File: config.mk
export PLATFORM = sky130hd
export DESIGN_NAME = prc_top
export DESIGN_NICKNAME = d
export VERILOG_FILES = /design/src/prc_pkg.sv /design/src/prc_lane.sv /design/src/prc_bus_slave.sv /design/src/prc_top.sv
export SDC_FILE = /design/constraint.sdc
export NUM_CORES = 1
export LEC_CHECK = 0
export ABC_AREA = 1
export BUFFER_PORTS_ARGS = -buffer_cell sky130_fd_sc_hd__buf_2
export CAP_MARGIN = 30
export CORE_MARGIN = 2
export CORE_UTILIZATION = 35
export CTS_BUF_LIST = sky130_fd_sc_hd__clkbuf_8
export CTS_CLUSTER_DIAMETER = 60
export DETAILED_ROUTE_END_ITERATION = 7
export PLACE_DENSITY = 0.66
export SYNTH_ARGS = -nofsm -noshare
export SYNTH_HDL_FRONTEND = slang
export SYNTH_HIERARCHICAL = 1
export SYNTH_SLANG_ARGS = --single-unit
File: constraint.sdc
create_clock -name clk -period 1.11 [get_ports clk]
set_input_delay 0 -clock clk [delete_from_list [all_inputs] [get_ports clk]]
set_output_delay 0 -clock clk [all_outputs]
set_load 0.03 [all_outputs]
File: src/prc_pkg.sv
package prc_pkg;

    // ------------------------------------------------------------
    // Sizes
    // ------------------------------------------------------------
    localparam int PRC_NUM_PERIPH = 25;
    localparam int PRC_ADDR_W = 8;
    localparam int PRC_DATA_W = 32;

    // ------------------------------------------------------------
    // Register offsets (byte addresses)
    // ------------------------------------------------------------
    localparam logic [PRC_ADDR_W-1:0] PRC_OFS_RESET_CTRL = 8'h00;
    localparam logic [PRC_ADDR_W-1:0] PRC_OFS_WD_MASK = 8'h04;
    localparam logic [PRC_ADDR_W-1:0] PRC_OFS_DONE_STAT = 8'h08;

    // ------------------------------------------------------------
    // Reset values
    // ------------------------------------------------------------
    localparam logic [PRC_NUM_PERIPH-1:0] PRC_RST_RESET_CTRL = 25'h1FFFFFF;
    localparam logic [PRC_NUM_PERIPH-1:0] PRC_RST_WD_MASK = 25'h0000000;
    localparam logic [PRC_NUM_PERIPH-1:0] PRC_RST_DONE_STAT = 25'h0000000;
    localparam logic [PRC_DATA_W-1:0] PRC_RD_UNMAPPED = 32'h00000000;

    // ------------------------------------------------------------
    // Bit positions, identical in all three registers
    // ------------------------------------------------------------
    localparam int PRC_BIT_ADC = 0;
    localparam int PRC_BIT_BUS_CTRL = 1;
    localparam int PRC_BIT_DMA = 2;
    localparam int PRC_BIT_I2C_FIRST = 3;
    localparam int PRC_BIT_I2C_SECOND = 4;
    localparam int PRC_BIT_USER_IO_MUX = 5;
    localparam int PRC_BIT_FLASH_IO_MUX = 6;
    localparam int PRC_BIT_JTAG = 7;
    localparam int PRC_BIT_USER_PAD_CONTROL = 8;
    localparam int PRC_BIT_FLASH_PADS = 9;
    localparam int PRC_BIT_FIRST_PROGRAMMABLE_IO_BLOCK = 10;
    localparam int PRC_BIT_SECOND_PROGRAMMABLE_IO_BLOCK = 11;
    localparam int PRC_BIT_SYSTEM_PLL = 12;
    localparam int PRC_BIT_USB_PLL = 13;
    localparam int PRC_BIT_PWM = 14;
    localparam int PRC_BIT_RTC = 15;
    localparam int PRC_BIT_SPI_FIRST = 16;
    localparam int PRC_BIT_SPI_SECOND = 17;
    localparam int PRC_BIT_SYS_CONFIG = 18;
    localparam int PRC_BIT_CHIP_INFO = 19;
    localparam int PRC_BIT_TEST_MANAGER = 20;
    localparam int PRC_BIT_TIMER = 21;
    localparam int PRC_BIT_UART_FIRST = 22;
    localparam int PRC_BIT_UART_SECOND = 23;
    localparam int PRC_BIT_USB_CTRL = 24;

    // ------------------------------------------------------------
    // Carriers
    // ------------------------------------------------------------
    typedef struct packed {
        logic [PRC_ADDR_W-1:0] addr;
        logic [PRC_DATA_W-1:0] wrData;
        logic wr;
        logic rd;
    } prc_bus_req_t;

    typedef logic [PRC_NUM_PERIPH-1:0] prc_vec_t;

endpackage

File: src/prc_lane.sv
`timescale 1ns/1ps
`default_nettype none

module prc_lane (
    input wire logic clk,
    input wire logic rst_n,
    input wire logic holdReset,
    input wire logic periphDoneIn,
    output logic periphResetOut,
    output logic doneStatus
);
    // ------------------------------------------------------------
    // Reset line
    // ------------------------------------------------------------
    // drive reset
    always_ff @(posedge clk) begin
        if (!rst_n) begin
            periphResetOut <= 1'b1;
        end else begin
            periphResetOut <= holdReset;
        end
    end

    // ------------------------------------------------------------
    // Done tracking
    // ------------------------------------------------------------
    // Both the request and the driven line must be low, so a stale done
    // from before the reset edge can never leak through.
    // reflect peripheral done
    always_ff @(posedge clk) begin
        if (!rst_n) begin
            doneStatus <= 1'b0;
        end else begin
            doneStatus <= !holdReset && !periphResetOut && periphDoneIn;
        end
    end

endmodule

`default_nettype wire

File: src/prc_bus_slave.sv
`timescale 1ns/1ps
`default_nettype none

module prc_bus_slave (
    input wire logic clk,
    input wire logic rst_n,
    input wire prc_pkg::prc_bus_req_t busReq,
    input wire prc_pkg::prc_vec_t ctrlVal,
    input wire prc_pkg::prc_vec_t maskVal,
    input wire prc_pkg::prc_vec_t doneVal,
    output logic wrCtrl,
    output logic wrMask,
    output logic [prc_pkg::PRC_DATA_W-1:0] rdData
);
    import prc_pkg::*;

    logic [PRC_DATA_W-1:0] rdData_d;

    // ------------------------------------------------------------
    // Write decode
    // ------------------------------------------------------------
    // Done status is read-only: a write to it is dropped silently.
    assign wrCtrl = busReq.wr && (busReq.addr == PRC_OFS_RESET_CTRL);
    assign wrMask = busReq.wr && (busReq.addr == PRC_OFS_WD_MASK);

    // ------------------------------------------------------------
    // Read path
    // ------------------------------------------------------------
    // readable done
    always_comb begin
        rdData_d = PRC_RD_UNMAPPED;
        case (busReq.addr)
            PRC_OFS_RESET_CTRL: rdData_d = {{(PRC_DATA_W-PRC_NUM_PERIPH){1'b0}}, ctrlVal};
            PRC_OFS_WD_MASK: rdData_d = {{(PRC_DATA_W-PRC_NUM_PERIPH){1'b0}}, maskVal};
            PRC_OFS_DONE_STAT: rdData_d = {{(PRC_DATA_W-PRC_NUM_PERIPH){1'b0}}, doneVal};
            default: rdData_d = PRC_RD_UNMAPPED;
        endcase
    end

    // Data is valid only in the cycle after the read strobe
    always_ff @(posedge clk) begin
        if (!rst_n) begin
            rdData <= PRC_RD_UNMAPPED;
        end else if (busReq.rd) begin
            rdData <= rdData_d;
        end else begin
            rdData <= PRC_RD_UNMAPPED;
        end
    end

endmodule

`default_nettype wire

File: src/prc_top.sv
// Functional notes
// - Reset-control bits come up set
// - Control bit one holds peripheral in reset
// - Watchdog fire resets mask-selected peripherals only
// - Read-only done bit per peripheral
// - Controller reset restores all register values
// - Serial and timing peripherals at fixed bits
// - System peripherals at fixed bit positions
// - Low bits fixed; bits 31-25 reserved
// - Watchdog mask resets to zero
// - Done bits read zero after reset
// - Done mirrors each peripheral's returned indication
//
// Our own choice: the plain strobed port.
`timescale 1ns/1ps
`default_nettype none

module prc_top (
    input wire logic clk,
    input wire logic rst_n,
    input wire logic [prc_pkg::PRC_ADDR_W-1:0] regAddr,
    input wire logic [prc_pkg::PRC_DATA_W-1:0] regWrData,
    input wire logic regWr,
    input wire logic regRd,
    output logic [prc_pkg::PRC_DATA_W-1:0] regRdData,
    input wire logic watchdogFire,
    input wire prc_pkg::prc_vec_t periphDoneIn,
    output prc_pkg::prc_vec_t periphResetOut
);
    import prc_pkg::*;

    prc_bus_req_t busReq;
    prc_vec_t resetCtrl_q;
    prc_vec_t resetCtrl_d;
    prc_vec_t wdMask_q;
    prc_vec_t doneStat;
    logic wrCtrl;
    logic wrMask;

    assign busReq = '{addr: regAddr, wrData: regWrData, wr: regWr, rd: regRd};

    // ------------------------------------------------------------
    // Register port
    // ------------------------------------------------------------
    prc_bus_slave u_slave (
        .clk(clk),
        .rst_n(rst_n),
        .busReq(busReq),
        .ctrlVal(resetCtrl_q),
        .maskVal(wdMask_q),
        .doneVal(doneStat),
        .wrCtrl(wrCtrl),
        .wrMask(wrMask),
        .rdData(regRdData)
    );

    // ------------------------------------------------------------
    // Reset control register
    // ------------------------------------------------------------
    // A watchdog fire re-asserts the selected bits; it is ORed after the
    // software write so that a simultaneous clear cannot cancel it.
    // watchdog sets selected
    always_comb begin
        resetCtrl_d = resetCtrl_q;
        if (wrCtrl) begin
            resetCtrl_d = regWrData[PRC_NUM_PERIPH-1:0];
        end
        if (watchdogFire) begin
            resetCtrl_d = resetCtrl_d | wdMask_q;
        end
    end

    always_ff @(posedge clk) begin
        if (!rst_n) begin
            resetCtrl_q <= PRC_RST_RESET_CTRL;
        end else begin
            resetCtrl_q <= resetCtrl_d;
        end
    end

    // ------------------------------------------------------------
    // Watchdog select mask
    // ------------------------------------------------------------
    // mask resets clear
    always_ff @(posedge clk) begin
        if (!rst_n) begin
            wdMask_q <= PRC_RST_WD_MASK;
        end else if (wrMask) begin
            wdMask_q <= regWrData[PRC_NUM_PERIPH-1:0];
        end
    end

    // ------------------------------------------------------------
    // Per-peripheral reset and done
    // ------------------------------------------------------------
    // per-peripheral reset lines
    // done starts at zero
    // Lanes are wired by named bit, not by loop index, so a layout slip
    // shows up as a doubly driven bit instead of a silent swap.
    // serial and timing lanes
    prc_lane u_lane_usb_ctrl (
        .clk(clk),
        .rst_n(rst_n),
        .holdReset(resetCtrl_q[PRC_BIT_USB_CTRL]),
        .periphDoneIn(periphDoneIn[PRC_BIT_USB_CTRL]),
        .periphResetOut(periphResetOut[PRC_BIT_USB_CTRL]),
        .doneStatus(doneStat[PRC_BIT_USB_CTRL])
    );
    prc_lane u_lane_uart_second (
        .clk(clk),
        .rst_n(rst_n),
        .holdReset(resetCtrl_q[PRC_BIT_UART_SECOND]),
        .periphDoneIn(periphDoneIn[PRC_BIT_UART_SECOND]),
        .periphResetOut(periphResetOut[PRC_BIT_UART_SECOND]),
        .doneStatus(doneStat[PRC_BIT_UART_SECOND])
    );
    prc_lane u_lane_uart_first (
        .clk(clk),
        .rst_n(rst_n),
        .holdReset(resetCtrl_q[PRC_BIT_UART_FIRST]),
        .periphDoneIn(periphDoneIn[PRC_BIT_UART_FIRST]),
        .periphResetOut(periphResetOut[PRC_BIT_UART_FIRST]),
        .doneStatus(doneStat[PRC_BIT_UART_FIRST])
    );
    prc_lane u_lane_timer (
        .clk(clk),
        .rst_n(rst_n),
        .holdReset(resetCtrl_q[PRC_BIT_TIMER]),
        .periphDoneIn(periphDoneIn[PRC_BIT_TIMER]),
        .periphResetOut(periphResetOut[PRC_BIT_TIMER]),
        .doneStatus(doneStat[PRC_BIT_TIMER])
    );
    prc_lane u_lane_spi_second (
        .clk(clk),
        .rst_n(rst_n),
        .holdReset(resetCtrl_q[PRC_BIT_SPI_SECOND]),
        .periphDoneIn(periphDoneIn[PRC_BIT_SPI_SECOND]),
        .periphResetOut(periphResetOut[PRC_BIT_SPI_SECOND]),
        .doneStatus(doneStat[PRC_BIT_SPI_SECOND])
    );
    prc_lane u_lane_spi_first (
        .clk(clk),
        .rst_n(rst_n),
        .holdReset(resetCtrl_q[PRC_BIT_SPI_FIRST]),
        .periphDoneIn(periphDoneIn[PRC_BIT_SPI_FIRST]),
        .periphResetOut(periphResetOut[PRC_BIT_SPI_FIRST]),
        .doneStatus(doneStat[PRC_BIT_SPI_FIRST])
    );
    prc_lane u_lane_rtc (
        .clk(clk),
        .rst_n(rst_n),
        .holdReset(resetCtrl_q[PRC_BIT_RTC]),
        .periphDoneIn(periphDoneIn[PRC_BIT_RTC]),
        .periphResetOut(periphResetOut[PRC_BIT_RTC]),
        .doneStatus(doneStat[PRC_BIT_RTC])
    );
    prc_lane u_lane_pwm (
        .clk(clk),
        .rst_n(rst_n),
        .holdReset(resetCtrl_q[PRC_BIT_PWM]),
        .periphDoneIn(periphDoneIn[PRC_BIT_PWM]),
        .periphResetOut(periphResetOut[PRC_BIT_PWM]),
        .doneStatus(doneStat[PRC_BIT_PWM])
    );

    prc_lane u_lane_test_manager (
        .clk(clk),
        .rst_n(rst_n),
        .holdReset(resetCtrl_q[PRC_BIT_TEST_MANAGER]),
        .periphDoneIn(periphDoneIn[PRC_BIT_TEST_MANAGER]),
        .periphResetOut(periphResetOut[PRC_BIT_TEST_MANAGER]),
        .doneStatus(doneStat[PRC_BIT_TEST_MANAGER])
    );
    prc_lane u_lane_chip_info (
        .clk(clk),
        .rst_n(rst_n),
        .holdReset(resetCtrl_q[PRC_BIT_CHIP_INFO]),
        .periphDoneIn(periphDoneIn[PRC_BIT_CHIP_INFO]),
        .periphResetOut(periphResetOut[PRC_BIT_CHIP_INFO]),
        .doneStatus(doneStat[PRC_BIT_CHIP_INFO])
    );
    prc_lane u_lane_sys_config (
        .clk(clk),
        .rst_n(rst_n),
        .holdReset(resetCtrl_q[PRC_BIT_SYS_CONFIG]),
        .periphDoneIn(periphDoneIn[PRC_BIT_SYS_CONFIG]),
        .periphResetOut(periphResetOut[PRC_BIT_SYS_CONFIG]),
        .doneStatus(doneStat[PRC_BIT_SYS_CONFIG])
    );
    prc_lane u_lane_usb_pll (
        .clk(clk),
        .rst_n(rst_n),
        .holdReset(resetCtrl_q[PRC_BIT_USB_PLL]),
        .periphDoneIn(periphDoneIn[PRC_BIT_USB_PLL]),
        .periphResetOut(periphResetOut[PRC_BIT_USB_PLL]),
        .doneStatus(doneStat[PRC_BIT_USB_PLL])
    );
    prc_lane u_lane_system_pll (
        .clk(clk),
        .rst_n(rst_n),
        .holdReset(resetCtrl_q[PRC_BIT_SYSTEM_PLL]),
        .periphDoneIn(periphDoneIn[PRC_BIT_SYSTEM_PLL]),
        .periphResetOut(periphResetOut[PRC_BIT_SYSTEM_PLL]),
        .doneStatus(doneStat[PRC_BIT_SYSTEM_PLL])
    );
    prc_lane u_lane_prog_io_second (
        .clk(clk),
        .rst_n(rst_n),
        .holdReset(resetCtrl_q[PRC_BIT_SECOND_PROGRAMMABLE_IO_BLOCK]),
        .periphDoneIn(periphDoneIn[PRC_BIT_SECOND_PROGRAMMABLE_IO_BLOCK]),
        .periphResetOut(periphResetOut[PRC_BIT_SECOND_PROGRAMMABLE_IO_BLOCK]),
        .doneStatus(doneStat[PRC_BIT_SECOND_PROGRAMMABLE_IO_BLOCK])
    );
    prc_lane u_lane_prog_io_first (
        .clk(clk),
        .rst_n(rst_n),
        .holdReset(resetCtrl_q[PRC_BIT_FIRST_PROGRAMMABLE_IO_BLOCK]),
        .periphDoneIn(periphDoneIn[PRC_BIT_FIRST_PROGRAMMABLE_IO_BLOCK]),
        .periphResetOut(periphResetOut[PRC_BIT_FIRST_PROGRAMMABLE_IO_BLOCK]),
        .doneStatus(doneStat[PRC_BIT_FIRST_PROGRAMMABLE_IO_BLOCK])
    );
    prc_lane u_lane_flash_pads (
        .clk(clk),
        .rst_n(rst_n),
        .holdReset(resetCtrl_q[PRC_BIT_FLASH_PADS]),
        .periphDoneIn(periphDoneIn[PRC_BIT_FLASH_PADS]),
        .periphResetOut(periphResetOut[PRC_BIT_FLASH_PADS]),
        .doneStatus(doneStat[PRC_BIT_FLASH_PADS])
    );
    prc_lane u_lane_user_pads (
        .clk(clk),
        .rst_n(rst_n),
        .holdReset(resetCtrl_q[PRC_BIT_USER_PAD_CONTROL]),
        .periphDoneIn(periphDoneIn[PRC_BIT_USER_PAD_CONTROL]),
        .periphResetOut(periphResetOut[PRC_BIT_USER_PAD_CONTROL]),
        .doneStatus(doneStat[PRC_BIT_USER_PAD_CONTROL])
    );

    prc_lane u_lane_jtag (
        .clk(clk),
        .rst_n(rst_n),
        .holdReset(resetCtrl_q[PRC_BIT_JTAG]),
        .periphDoneIn(periphDoneIn[PRC_BIT_JTAG]),
        .periphResetOut(periphResetOut[PRC_BIT_JTAG]),
        .doneStatus(doneStat[PRC_BIT_JTAG])
    );
    prc_lane u_lane_flash_io_mux (
        .clk(clk),
        .rst_n(rst_n),
        .holdReset(resetCtrl_q[PRC_BIT_FLASH_IO_MUX]),
        .periphDoneIn(periphDoneIn[PRC_BIT_FLASH_IO_MUX]),
        .periphResetOut(periphResetOut[PRC_BIT_FLASH_IO_MUX]),
        .doneStatus(doneStat[PRC_BIT_FLASH_IO_MUX])
    );
    prc_lane u_lane_user_io_mux (
        .clk(clk),
        .rst_n(rst_n),
        .holdReset(resetCtrl_q[PRC_BIT_USER_IO_MUX]),
        .periphDoneIn(periphDoneIn[PRC_BIT_USER_IO_MUX]),
        .periphResetOut(periphResetOut[PRC_BIT_USER_IO_MUX]),
        .doneStatus(doneStat[PRC_BIT_USER_IO_MUX])
    );
    prc_lane u_lane_i2c_second (
        .clk(clk),
        .rst_n(rst_n),
        .holdReset(resetCtrl_q[PRC_BIT_I2C_SECOND]),
        .periphDoneIn(periphDoneIn[PRC_BIT_I2C_SECOND]),
        .periphResetOut(periphResetOut[PRC_BIT_I2C_SECOND]),
        .doneStatus(doneStat[PRC_BIT_I2C_SECOND])
    );
    prc_lane u_lane_i2c_first (
        .clk(clk),
        .rst_n(rst_n),
        .holdReset(resetCtrl_q[PRC_BIT_I2C_FIRST]),
        .periphDoneIn(periphDoneIn[PRC_BIT_I2C_FIRST]),
        .periphResetOut(periphResetOut[PRC_BIT_I2C_FIRST]),
        .doneStatus(doneStat[PRC_BIT_I2C_FIRST])
    );
    prc_lane u_lane_dma (
        .clk(clk),
        .rst_n(rst_n),
        .holdReset(resetCtrl_q[PRC_BIT_DMA]),
        .periphDoneIn(periphDoneIn[PRC_BIT_DMA]),
        .periphResetOut(periphResetOut[PRC_BIT_DMA]),
        .doneStatus(doneStat[PRC_BIT_DMA])
    );
    prc_lane u_lane_bus_ctrl (
        .clk(clk),
        .rst_n(rst_n),
        .holdReset(resetCtrl_q[PRC_BIT_BUS_CTRL]),
        .periphDoneIn(periphDoneIn[PRC_BIT_BUS_CTRL]),
        .periphResetOut(periphResetOut[PRC_BIT_BUS_CTRL]),
        .doneStatus(doneStat[PRC_BIT_BUS_CTRL])
    );
    prc_lane u_lane_adc (
        .clk(clk),
        .rst_n(rst_n),
        .holdReset(resetCtrl_q[PRC_BIT_ADC]),
        .periphDoneIn(periphDoneIn[PRC_BIT_ADC]),
        .periphResetOut(periphResetOut[PRC_BIT_ADC]),
        .doneStatus(doneStat[PRC_BIT_ADC])
    );

endmodule

`default_nettype wire

==> summary.md <==
| Metric | Value |
|---|---|
| Status | `completed` |
| Dpl ws | `-171 ps` |
| Type of the most critical hold path | `input port to flip-flop` |
| Synth async-reset ratio | `0` |
| Clock sink total | `around 130` |
| Routing usage on met1 | `0.208` |
| DR WL/cell | `11.8 um` |
| Post-synth top cells | `182 x nand2_1, 125 x dfxtp_1, 106 x inv_1` |
| Number of global-route vias before repair | `between 4k and 5k` |
| I/O Buffers | `between 100 and 150` |
| GR Util met3 | `0.0466` |
| FP Rows | `44` |
| Worst-path fanout max | `2` |
| Fin crit period | `approximately 970 ps` |
| Slew headroom | `0.546` |
| Setup TNS | `0 ps` |
| HPWL after DPL | `approximately 8.4 mm` |
| Drt first pass iters | `4` |
| Num CTS Buffers | `17` |
| Area added between synthesis and finish | `32.0%` |
| DRT Wirelength | `12.6 mm` |
| Top Registers | `resetCtrl_q (25), u_slave/rdData (25), wdMask_q (25)` |
| Final setup vio count | `0` |
| Final clock skew | `roughly 5.7 ps` |
| Register bit total from synthesis | `about 130` |
| GRT met2 Usage | `0.281` |
| Layout cell share with drive strength beyond 1 | `0.278` |
| Peak VDD IR | `between 700 and 800 uV` |
| Crit start category | `flip-flop` |
| Post-route DRC | `0` |
| Max stage delay cell, worst path | `dfxtp_1` |
| GRT overflow | `0` |
| Yosys cell types | `20` |
| CTS tree | `built` |
| Arr. time, crit path | `970 ps` |
| Cell taking the most area after synthesis | `dfxtp_1` |
| Fmax | `1030 MHz` |
| Starting density of the core | `0.356` |
| Top delay family on crit path | `flip-flops` |
| Post-synth EDFFs | `0` |
| Critical path type | `flip-flop to primary output` |
| Final number of hold-violating endpoints | `0` |
| Global route hottest layer | `met2` |
| Post-synth design cell area | `just over 0.005 mm2` |
| Leakage Power | `3.54 nW` |
| Post-Synthesis Cells | `691` |
| DR iter-0 viols | `233` |
| FILL cells | `around 1.4k` |
| Post-cts resize count | `0` |
| Number of placed cells counting well taps | `around 980` |
| Fin. max-slew vios | `0` |
| Ports | `roughly 130` |
| Worst-skew pair later-pin latency | `approximately 430 ps` |
| Largest net degree at the start of global routing | `27` |
| Final Cycle Share | `0.876` |
| Slowest cell delay on critical path | `340 ps` |
| Top_reg_cell synth | `dfxtp_1` |
| Global Route Usage Sum | `0.166` |
| Core Area | `about 0.014 mm2` |
| Post-Layout Cell Count | `around 1.1k` |
| Fin nets | `938` |
| Most frequent cell after synthesis | `nand2_1` |
| Crit path capture type | `primary output` |
| Post-DR vias/cell | `between 4 and 5` |
| CP Cell Sequence | `buf_2` |
| Max cap viols | `0` |
| Core Util, Final | `0.470` |
| Unrepaired setup endpoints after global routing | `false` |
| Die height | `around 130 um` |
| Average cell area after synthesis | `around 7.5 um2` |
| Root buffer cell | `clkbuf_8` |
| Die area | `0.0157 mm2` |
| Post-route antenna net violation count | `0` |
| First-pass GRT wire length | `between 20 and 25 mm` |
| Vias | `4641` |
| Pwr/cell area | `~1300 mW/mm2` |
| Data required time of the critical path | `1110 ps` |
| CTS Buffer Depth | `2` |
| Synth warnings | `6` |
| Placed Area | `0.00592 mm2` |
| Synth top area cells | `dfxtp_1 49%, nand2_1 13%, inv_1 7.7%, nand3_1 7.1%, nor2_1 4.2%` |
| Final Cell Area | `~0.0068 mm2` |
| Worst-Margin Slew | `roughly 700 ps` |
| Die Wd | `roughly 130 um` |
| Yosys top cell area share | `0.486` |
| H-tree lvl count | `4` |
| Initial antenna violation count | `2` |
| Worst setup margin | `about 140 ps` |
| RD Place Congestion | `approximately 0.76` |
| Clk slew on worst S/H paths | `around 70 ps` |
| Register area share after synthesis | `0.486` |
| Buf/Inv on CP | `1` |
-- timing repair --
action,in CTS,in global routing
hold buffers,50,0
hold endpoints to repair,75,0
buffers inserted,0,0
-- final cells by class --
class                      instances  area, um2  area share
sequential                       125       2500       0.368
timing repair buffer             188       1280       0.188
multi-input combinational        425       1990       0.292
clock inverter                    11        103      0.0151
inverter                         111        419      0.0616
clock buffer                      20        275      0.0405
antenna                            1       2.50    0.000368
tap                              184        230      0.0339
-- power by group --
part,internal [mW],leakage (nW),switching (mW),total [mW]
Combinational,0.242,2.33,0.270,0.512
Clock,2.11,0.209,1.70,3.81
Sequential,4.49,1.01,0.00427,4.49
Total,6.84,3.54,1.97,8.82
-- cells in the final DEF (no fill, tap or decap), drive strengths merged --
cell	instances
diode	1
clkinv	4
bufinv	2
inv	115
nand2	207
nor3	1
o21ai	25
clkinvlp	1
buf	138
o2111ai	1
a21oi	25
dlygate4sd3	50
clkbuf	20
conb	7
dfxtp	125
nor2	86
nand3	73
-- cell families (layout without fill, tap and decap cells) --
group	after synthesis	count (layout)	share of synthesized area
AO/OA/AOI/OAI	51	51	0.0649
buffers and inverters	147	330	0.134
other	1	8	0.000728
flip-flops	125	125	0.486
AND/OR/NAND/NOR	367	367	0.314
-- per-layer routing --
layer | share of wire | vias to the layer above
li1 | - | 2423
met1 | 0.46 | 2075
met2 | 0.47 | 128
met3 | 0.059 | 13
met4 | 0.013 | 2
met5 | 0.0012 | -
-- final timing paths --
kind,startpoint,to,slack [ps],cells after the start
worst max-delay path,u_lane_spi_second/periphResetOut,periphResetOut[17],140,1
worst min-delay path,regAddr[2],u_slave/rdData[0],20,4
worst max register to register,wdMask_q[0],u_slave/rdData[0],290,4
worst min register to register,resetCtrl_q[5],u_lane_user_io_mux/periphResetOut,490,2
-- per-stage QoR --
stage	power (mW)	hold WS [ps]
after detailed placement	4.97	227
after floorplan	4.78	87.7
after global placement	4.97	226
after global routing	9.15	61.4
after CTS	8.93	1.79
final	8.82	19.7
No activity file was read; power rests on OpenSTA's default activity.
